`config.mk`:
```
export PLATFORM = sky130hd
export DESIGN_NAME = tsp_i2c_slave
export DESIGN_NICKNAME = d
export VERILOG_FILES = /design/src/pkg/tsp_pkg.sv /design/src/pkg/tsp_line_if.sv /design/src/core/tsp_line_sync.sv /design/src/core/tsp_i2c_slave.sv
export SDC_FILE = /design/constraint.sdc
export NUM_CORES = 1
export LEC_CHECK = 0
export BUFFER_PORTS_ARGS = -buffer_cell sky130_fd_sc_hd__buf_2
export CAP_MARGIN = 20
export CORE_AREA = 2 2 76 151
export DETAILED_ROUTE_END_ITERATION = 10
export DIE_AREA = 0 0 78 153
export PLACE_DENSITY = 0.82
export SYNTH_ARGS = -nofsm -noshare
export SYNTH_HDL_FRONTEND = slang
export SYNTH_SLANG_ARGS = --single-unit
export TNS_END_PERCENT = 50
```
`constraint.sdc`:
```
create_clock -name REF_CLK -period 1.78 [get_ports REF_CLK]
set_input_delay 0.089 -clock REF_CLK [delete_from_list [all_inputs] [get_ports REF_CLK]]
set_output_delay 0.089 -clock REF_CLK [all_outputs]
set_load 0.05 [all_outputs]
```
`src/pkg/tsp_pkg.sv`:
```
// package for the two-wire slave register port
// assumes a single 25 MHz reference clock domain
package tsp_pkg;
   // ==========================================
   // bus identity and byte layout
   localparam logic [6:0] TSP_SLAVE_ADDR = 7'h33;
   localparam logic [4:0] TSP_HS_CODE_TOP = 5'h01;
   localparam int TSP_REG_NUM_W = 3;
   localparam int TSP_DATA_W = 8;
   localparam int TSP_BIT_CNT_W = 4;
   localparam logic [3:0] TSP_ACK_BIT = 4'h8;
   localparam logic [7:0] TSP_UNMAPPED_DATA = 8'h00;
   localparam logic [7:0] TSP_REG_RESET = 8'h00;
   // ==========================================
   // timing: 25 MHz reference clock
   localparam int TSP_CLK_NS = 40;
   localparam int TSP_SYNC_STAGES = 2;
   // ==========================================
   // receiver states
   typedef enum logic [5:0] {
      ST_IDLE = 6'b000001,
      ST_ADDR = 6'b000010,
      ST_REG = 6'b000100,
      ST_WDATA = 6'b001000,
      ST_RDATA = 6'b010000,
      ST_IGNORE = 6'b100000
   } tsp_state_t;
endpackage

```
`src/pkg/tsp_line_if.sv`:
```
// interface carrying synchronised line events between the modules
// assumes both ends run on the same reference clock
interface tsp_line_if;
   logic scl_s;
   logic sda_s;
   logic scl_rise;
   logic scl_fall;
   logic start_det;
   logic stop_det;
   modport src (output scl_s, sda_s, scl_rise, scl_fall, start_det,
      stop_det);
   modport dst (input scl_s, sda_s, scl_rise, scl_fall, start_det,
      stop_det);
endinterface

```
`src/core/tsp_line_sync.sv`:
```
// two-flop synchroniser and edge finder for the serial lines
// assumes the lines come straight from pins, unrelated to the clock
module tsp_line_sync (
   input wire logic clk,
   input wire logic rst_n,
   input wire logic scl_in,
   input wire logic sda_in,
   tsp_line_if.src line
);
   import tsp_pkg::*;
   logic [1:0] scl_sync_q, scl_sync_d;
   logic [1:0] sda_sync_q, sda_sync_d;
   logic scl_last_q, scl_last_d;
   logic sda_last_q, sda_last_d;

   // ==========================================
   // next values: shift in, remember last synced level
   always_comb begin
      scl_sync_d = {scl_sync_q[0], scl_in};
      sda_sync_d = {sda_sync_q[0], sda_in};
      scl_last_d = scl_sync_q[1];
      sda_last_d = sda_sync_q[1];
   end

   // registers, idle lines read high
   always_ff @(posedge clk) begin
      if (!rst_n) begin
         scl_sync_q <= 2'h3;
         sda_sync_q <= 2'h3;
         scl_last_q <= 1'b1;
         sda_last_q <= 1'b1;
      end else begin
         scl_sync_q <= scl_sync_d;
         sda_sync_q <= sda_sync_d;
         scl_last_q <= scl_last_d;
         sda_last_q <= sda_last_d;
      end
   end

   // edge and condition detection on the second stage only
   assign line.scl_s = scl_sync_q[1];
   assign line.sda_s = sda_sync_q[1];
   assign line.scl_rise = scl_sync_q[1] & ~scl_last_q;
   assign line.scl_fall = ~scl_sync_q[1] & scl_last_q;
   assign line.start_det = scl_sync_q[1] & scl_last_q & sda_last_q &
      ~sda_sync_q[1];
   assign line.stop_det = scl_sync_q[1] & scl_last_q & ~sda_last_q &
      sda_sync_q[1];
endmodule // tsp_line_sync

```
`src/core/tsp_i2c_slave.sv`:
```
// two-wire slave port reaching eight byte registers of a flash driver
// assumes SCL and SDA pins with pull-ups, and an external reset request
module tsp_i2c_slave #(
   parameter int NUM_REGS = 8
) (
   input wire logic REF_CLK,
   input wire logic RST_N,
   input wire logic SCL_I,
   input wire logic SDA_I,
   output logic SDA_O,
   output logic SDA_OE,
   output logic HS_MODE,
   output logic [tsp_pkg::TSP_DATA_W-1:0] REG_WDATA,
   output logic [tsp_pkg::TSP_REG_NUM_W-1:0] REG_WADDR,
   output logic REG_WE,
   output logic [NUM_REGS*tsp_pkg::TSP_DATA_W-1:0] REG_FILE
);
   import tsp_pkg::*;

   tsp_line_if line ();

   // ==========================================
   // pin synchroniser
   tsp_line_sync u_sync (
      .clk(REF_CLK),
      .rst_n(RST_N),
      .scl_in(SCL_I),
      .sda_in(SDA_I),
      .line(line)
   );

   // ==========================================
   // protocol state
   tsp_state_t state_q, state_d;
   logic [TSP_BIT_CNT_W-1:0] bit_q, bit_d;
   logic [TSP_DATA_W-1:0] shift_q, shift_d;
   logic [TSP_REG_NUM_W-1:0] ptr_q, ptr_d;
   logic reg_ok_q, reg_ok_d;
   logic ack_q, ack_d;
   logic drive_q, drive_d;
   logic hs_q, hs_d;
   logic we_q, we_d;
   logic commit_q, commit_d;
   logic [TSP_DATA_W-1:0] wdata_q, wdata_d;
   logic [TSP_DATA_W-1:0] tx_q, tx_d;
   logic [TSP_DATA_W-1:0] regs_q [NUM_REGS];
   logic [TSP_DATA_W-1:0] rd_byte;
   logic [TSP_DATA_W-1:0] rx_byte;

   // received byte including the bit on this rising edge
   assign rx_byte = {shift_q[TSP_DATA_W-2:0], line.sda_s};

   // read value of the addressed register
   always_comb begin
      rd_byte = regs_q[ptr_q];
      if (!reg_ok_q) begin
         rd_byte = TSP_UNMAPPED_DATA;
      end
   end

   // next-state logic for the byte engine
   always_comb begin
      state_d = state_q;
      bit_d = bit_q;
      shift_d = shift_q;
      ptr_d = ptr_q;
      reg_ok_d = reg_ok_q;
      ack_d = ack_q;
      drive_d = drive_q;
      hs_d = hs_q;
      we_d = 1'b0;
      commit_d = commit_q;
      wdata_d = wdata_q;
      tx_d = tx_q;
      if (line.stop_det) begin
         state_d = ST_IDLE;
         drive_d = 1'b0;
         ack_d = 1'b0;
         commit_d = 1'b0;
         hs_d = 1'b0;
      end else if (line.start_det) begin
         state_d = ST_ADDR;
         bit_d = '0;
         drive_d = 1'b0;
         ack_d = 1'b0;
         commit_d = 1'b0;
      end else if (line.scl_rise) begin
         // sample on rising edge; SDA is steady while SCL high
         if (bit_q != TSP_ACK_BIT) begin
            shift_d = rx_byte;
            bit_d = bit_q + 1'b1;
         end else begin
            bit_d = '0;
            if (state_q == ST_RDATA && line.sda_s) begin
               state_d = ST_IGNORE; // master nack ends read
            end
         end
         // byte completes on the eighth rising edge
         if (bit_q == TSP_ACK_BIT - 1'b1) begin
            case (state_q)
               ST_ADDR: begin
                  if (rx_byte[7:1] == TSP_SLAVE_ADDR) begin
                     ack_d = 1'b1;
                     state_d = rx_byte[0] ? ST_RDATA : ST_REG;
                  end else begin
                     // foreign address: no ack; a code byte also switches speed
                     if (rx_byte[7:3] == TSP_HS_CODE_TOP) begin
                        hs_d = 1'b1;
                     end
                     state_d = ST_IGNORE;
                  end
               end
               ST_REG: begin
                  ptr_d = rx_byte[TSP_REG_NUM_W-1:0];
                  reg_ok_d = rx_byte[7:TSP_REG_NUM_W] == '0;
                  ack_d = 1'b1;
                  state_d = ST_WDATA;
               end
               ST_WDATA: begin
                  wdata_d = rx_byte;
                  commit_d = reg_ok_q;
                  ack_d = 1'b1;
               end
               default: begin
                  ack_d = 1'b0;
               end
            endcase
         end
      end else if (line.scl_fall) begin
         // SDA only moves while SCL low
         if (bit_q == TSP_ACK_BIT && ack_q) begin
            drive_d = 1'b1; // pull low for ack
            ack_d = 1'b0;
         end else if (bit_q == '0 && commit_q) begin
            we_d = 1'b1;
            commit_d = 1'b0;
            drive_d = 1'b0;
            ptr_d = ptr_q + 1'b1;
         end else if (state_q == ST_RDATA && bit_q != TSP_ACK_BIT) begin
            if (bit_q == '0) begin
               tx_d = {rd_byte[TSP_DATA_W-2:0], 1'b0};
               drive_d = ~rd_byte[TSP_DATA_W-1];
               ptr_d = ptr_q + 1'b1;
            end else begin
               tx_d = {tx_q[TSP_DATA_W-2:0], 1'b0};
               drive_d = ~tx_q[TSP_DATA_W-1];
            end
         end else begin
            drive_d = 1'b0; // release after ack or for master ack
         end
      end
   end

   // protocol registers
   always_ff @(posedge REF_CLK) begin
      if (!RST_N) begin
         state_q <= ST_IDLE;
         bit_q <= '0;
         shift_q <= '0;
         ptr_q <= '0;
         reg_ok_q <= 1'b0;
         ack_q <= 1'b0;
         drive_q <= 1'b0;
         hs_q <= 1'b0;
         we_q <= 1'b0;
         commit_q <= 1'b0;
         wdata_q <= '0;
         tx_q <= '0;
      end else begin
         state_q <= state_d;
         bit_q <= bit_d;
         shift_q <= shift_d;
         ptr_q <= ptr_d;
         reg_ok_q <= reg_ok_d;
         ack_q <= ack_d;
         drive_q <= drive_d;
         hs_q <= hs_d;
         we_q <= we_d;
         commit_q <= commit_d;
         wdata_q <= wdata_d;
         tx_q <= tx_d;
      end
   end

   // ==========================================
   // register file, one entry per register number
   for (genvar g = 0; g < NUM_REGS; g++) begin : g_reg
      logic [TSP_DATA_W-1:0] nxt;
      always_comb begin
         nxt = regs_q[g];
         if (we_q && REG_WADDR == TSP_REG_NUM_W'(g)) begin
            nxt = wdata_q;
         end
      end
      always_ff @(posedge REF_CLK) begin
         if (!RST_N) begin
            regs_q[g] <= TSP_REG_RESET;
         end else begin
            regs_q[g] <= nxt;
         end
      end
      assign REG_FILE[g*TSP_DATA_W +: TSP_DATA_W] = regs_q[g];
   end

   // write address is the pointer before its post-increment
   logic [TSP_REG_NUM_W-1:0] waddr_q, waddr_d;
   always_comb begin
      waddr_d = waddr_q;
      if (line.scl_fall && bit_q == '0 && commit_q) begin
         waddr_d = ptr_q;
      end
   end
   always_ff @(posedge REF_CLK) begin
      if (!RST_N) begin
         waddr_q <= '0;
      end else begin
         waddr_q <= waddr_d;
      end
   end

   // ==========================================
   // outputs: open drain, only ever pull low
   assign SDA_O = 1'b0;
   assign SDA_OE = drive_q;
   assign HS_MODE = hs_q;
   assign REG_WDATA = wdata_q;
   assign REG_WADDR = waddr_q;
   assign REG_WE = we_q;

   // ==========================================
   // checks
   property p_stop_idle;
      @(posedge REF_CLK) disable iff (!RST_N)
      line.stop_det |=> (state_q == ST_IDLE && !SDA_OE);
   endproperty
   a_stop_idle: assert property (p_stop_idle)
      else $error("stop did not release the bus");

   property p_stop_hs;
      @(posedge REF_CLK) disable iff (!RST_N)
      line.stop_det |=> !HS_MODE;
   endproperty
   a_stop_hs: assert property (p_stop_hs)
      else $error("high-speed mode survived a stop");

   property p_start_addr;
      @(posedge REF_CLK) disable iff (!RST_N)
      (line.start_det && !line.stop_det) |=>
         (state_q == ST_ADDR && bit_q == '0);
   endproperty
   a_start_addr: assert property (p_start_addr)
      else $error("start not detected");

   property p_no_drive_foreign;
      @(posedge REF_CLK) disable iff (!RST_N)
      (state_q == ST_IGNORE && $past(state_q) == ST_IGNORE &&
         bit_q != TSP_ACK_BIT) |-> !SDA_OE;
   endproperty
   a_no_drive_foreign: assert property (p_no_drive_foreign)
      else $error("bus driven while not addressed");

   property p_sda_stable_high;
      @(posedge REF_CLK) disable iff (!RST_N)
      (line.scl_s && $past(line.scl_s)) |-> $stable(SDA_OE);
   endproperty
   a_sda_stable_high: assert property (p_sda_stable_high)
      else $error("SDA changed while SCL high");

   property p_addr_ack;
      @(posedge REF_CLK) disable iff (!RST_N)
      (line.scl_rise && state_q == ST_ADDR && bit_q == 4'h7 &&
         rx_byte[7:1] == TSP_SLAVE_ADDR && !line.start_det &&
         !line.stop_det) |=> ack_q;
   endproperty
   a_addr_ack: assert property (p_addr_ack)
      else $error("matching address not acknowledged");

   property p_hs_code;
      @(posedge REF_CLK) disable iff (!RST_N)
      (line.scl_rise && state_q == ST_ADDR && bit_q == 4'h7 &&
         rx_byte[7:3] == TSP_HS_CODE_TOP && !line.stop_det &&
         !line.start_det) |=> (HS_MODE && !ack_q);
   endproperty
   a_hs_code: assert property (p_hs_code)
      else $error("high-speed code mishandled");

   property p_commit_fall;
      @(posedge REF_CLK) disable iff (!RST_N)
      REG_WE |-> $past(line.scl_fall) && $past(commit_q);
   endproperty
   a_commit_fall: assert property (p_commit_fall)
      else $error("write not on falling edge after ack");

   property p_ack_whole_high;
      @(posedge REF_CLK) disable iff (!RST_N)
      (bit_q == TSP_ACK_BIT && SDA_OE && line.scl_rise &&
         state_q != ST_RDATA && !line.stop_det && !line.start_det)
         |=> SDA_OE;
   endproperty
   a_ack_whole_high: assert property (p_ack_whole_high)
      else $error("acknowledge not held through high phase");
endmodule // tsp_i2c_slave

```
==> impl_metrics.json <==
{
  "syn-cell-area_mm2": 0.00541,
  "drv_cap": 0,
  "p_leak_nw": 2.70,
  "dp.cells": 818,
  "synth_fp_nets": 608,
  "drive_gt1_share_pct": 30.0,
  "grt_pass1_vias": 5002,
  "route.detailed.drc": 0,
  "worstMarginPinSlew_ps": 556,
  "port_buffers": 81,
  "path_cells": "nor4b_4 -> o211ai_4 -> buf_4 -> a21oi_1 -> nand3_1 -> a311oi_1",
  "fin_crit_ps": 1810,
  "netlist_instances": 597,
  "finalNonFillerCells": 860,
  "synth-async-reset-ratio_pct": 0,
  "dieArea_mm2": 0.0119,
  "slew_headroom_pct": 62.9,
  "ys_types": 58,
  "cts_tree": "built",
  "synth_seq_cells": 117,
  "dr_total_vias": 4981,
  "grt_max_degree": 42,
  "worstSkewPairLatency_ps": 420,
  "report.final.slew_viol_count": 0,
  "cp_max_fo": 4,
  "wl_per_cell_um": 19.3,
  "synth-edff-count": 0,
  "rsz0062_at_grt": "true",
  "outcome": "complete, but fails checks",
  "die_h_um": 153,
  "slowest_stage": "nor4b_4",
  "cp-start-kind": "flip-flop",
  "cts_made_buffers": 17,
  "hold_violations": 0,
  "ir_drop_mv": 0.825,
  "arrival_ps": 2130,
  "finalCritPeriodShare_pct": 102,
  "die_x_um": 78,
  "fillers": 866,
  "syn_to_final_growth_pct": 27.3,
  "grt_pass1_wl_um": 25600,
  "dr.pass1.iters": 5,
  "setup_viol": 1,
  "final_nets": 718,
  "initial_core_util_pct": 50.1,
  "root_buffer": "clkbuf_16",
  "max_stage_delay_ps": 420,
  "dp_hpwl_um": 11800,
  "ys.flop_type": "dfxtp_1",
  "critPathBufInv": 1,
  "criticalPathCategory": "reg2reg",
  "gp_congestion": 0.943,
  "grtUsageTotal_pct": 28.0,
  "end_kind": "flip-flop",
  "violations": "setup timing",
  "clkTransAtPathRegs_ps": 50,
  "rows": 54,
  "core-area_mm2": 0.0108,
  "ant_nets": 0,
  "min_path_type": "in2reg",
  "cp.required_ps": 2100,
  "powerDensity_mw_per_mm2": 921,
  "diodes": 0,
  "crit_family": "compound AO/OA/AOI/OAI gates",
  "clockBufferDepth": 2,
  "htreeDepth": 4,
  "via_per_inst": 5.79,
  "yosys_warnings": 0,
  "io_pins": 83,
  "worst_slack_ps": -30.0,
  "skew_ps": 6.72,
  "whs_ps": 29.1,
  "drt_wl_total_um": 16600,
  "clock_sink_count": 117,
  "ys_seq_area_share_pct": 43.3,
  "globalRouteOverflowTotal": 0,
  "antenna_found_initial": 0,
  "drt_iter0_markers": 377,
  "synth.avg_cell_area_um2": 9.07,
  "fmax_mhz": 552
}
## final timing paths
kind,from,endpoint,slack [ps],depth (start not counted)
setup / recovery,state_q[3],SDA_OE,-30,6
hold reg to reg,u_sync.scl_sync_q[0],u_sync.scl_sync_q[1],410,1
hold / removal,RST_N,u_sync.scl_last_q,30,2
setup reg to reg,state_q[3],SDA_OE,-30,6
## placed cells by master, fill, tap and decap left out, types with 3 or more instances in the layout
cell / instances
nand2_1: 154
dfxtp_1: 110
buf_2: 81
a21boi_0: 63
buf_4: 40
nor2_1: 38
mux2i_1: 22
clkbuf_16: 17
mux4_2: 16
nand3_1: 13
a21oi_1: 12
nor2b_1: 11
inv_1: 9
o21ai_0: 9
nand2b_1: 8
mux2_2: 8
o21ai_1: 7
a31oi_1: 6
dfxtp_2: 4
nor3_1: 3
nand4_1: 3
o21a_1: 3
ha_2: 3
ha_1: 3
clkinv_2: 3
clkinvlp_4: 3
clkinv_4: 3
bufinv_16: 3
dfxtp_4: 3
## routing by layer
metal / up-vias / track usage [%] / part of all wire [%] / wire (um)
li1: 2267 / - / - / -
met1: 2416 / 25.8 / 32 / 5350
met2: 222 / 50.2 / 55 / 9070
met3: 76 / 5.96 / 5.7 / 947
met4: 0 / 23.8 / 7.4 / 1230
met5: - / 0 / 0 / 0
## cell type report
type	instances	area [um^2]	share of cell area (%)
sequential	117	2360	34.2
clock buffer	20	457	6.62
tap	140	175	2.54
multi-input combinational	433	2920	42.4
timing repair buffer	127	788	11.4
clock inverter	12	154	2.23
inverter	11	41.3	0.599
## report_power, final
| part | switching (mW) | total, mW | internal (mW) |
|---|---|---|---|
| clock | 1.25 | 3.52 | 2.27 |
| sequential | 0.0144 | 2.64 | 2.63 |
| combinational | 0.108 | 0.185 | 0.0775 |
| total | 1.37 | 6.35 | 4.98 |
## state kept, by name, summed over array words and instances (netlist names), named ones only
register,cells
regs_q,64
u_sync.sda_last_q,1
ack_q,1
REG_WADDR,3
HS_MODE,1
REG_WDATA,8
state_q,6
u_sync.scl_sync_q,2
tx_q,7
u_sync.sda_sync_q,2
u_sync.scl_last_q,1
commit_q,1
REG_WE,1
bit_q,4
ptr_q,3
SDA_OE,1
reg_ok_q,1
shift_q,7
## timing repair
action | 4_1_cts | 5_1_grt
pin swaps | 1 | 8
hold buffers | 2 | 0
cloned | 0 | 1
endpoints found under the setup margin | 16 | 31
setup buffers | 1 | 6
hold endpoints to repair | 2 | 0
resized for setup | 7 | 31
## worst register-to-register path: cells and delay by family (launching register included)
family | cells | cell delay [ps]
flops | 1 | 360
buf+inv | 1 | 180
simple gates | 2 | 570
compound gates | 3 | 600
## cells in the mapped netlist, drive strengths merged (2+ instances only)
cell	instances	area (um^2)
nor3	3	15.0
and4b	2	20.0
and4	2	18.8
nor4b	4	50.1
mux2i	22	220
nor2	38	143
a21oi	12	60.1
clkbuf	24	90.1
mux4	16	360
nor2b	11	68.8
buf	12	109
and3	2	13.8
a31oi	7	43.8
o21ai	16	80.1
a21boi	65	488
nand4	3	18.8
o21a	3	22.5
or3	2	12.5
dfxtp	117	2340
ha	7	87.6
nor3b	3	27.5
nand2	155	582
nor4	3	48.8
o221a	2	22.5
nand2b	10	70.1
nand3	15	92.6
inv	10	37.5
a22oi	2	15.0
mux2	8	90.1
a211oi	3	27.5
nand3b	2	15.0
and2	3	18.8
## cells by family after synthesis
group                      Yosys count  share of synthesized area [%]
AOI/OAI and AO/OA                  115                           14.9
xor gates and xnor gates             2                          0.324
adders and majority gates            7                           1.62
buffers and inverters               47                           4.44
DFF                                117                           43.3
muxes                               46                           12.4
other                                1                         0.0693
and+or+nand+nor                    262                           23.0
## stage by stage
step	setup TNS (ps)	worst slack [ps]	power, mW	instance area (um^2)	util [%]
floorplan	0	12.6	2.82	5410	-
global placement	0	41.8	2.87	6090	56.3
detailed placement	-181	-68.4	2.87	6090	56.3
CTS	0	9.03	6.36	6750	62.5
global route	-340	-69.0	6.50	6890	63.8
finish	-30.0	-30.0	6.35	6890	63.8
No activity file was read; power rests on OpenSTA's default activity.
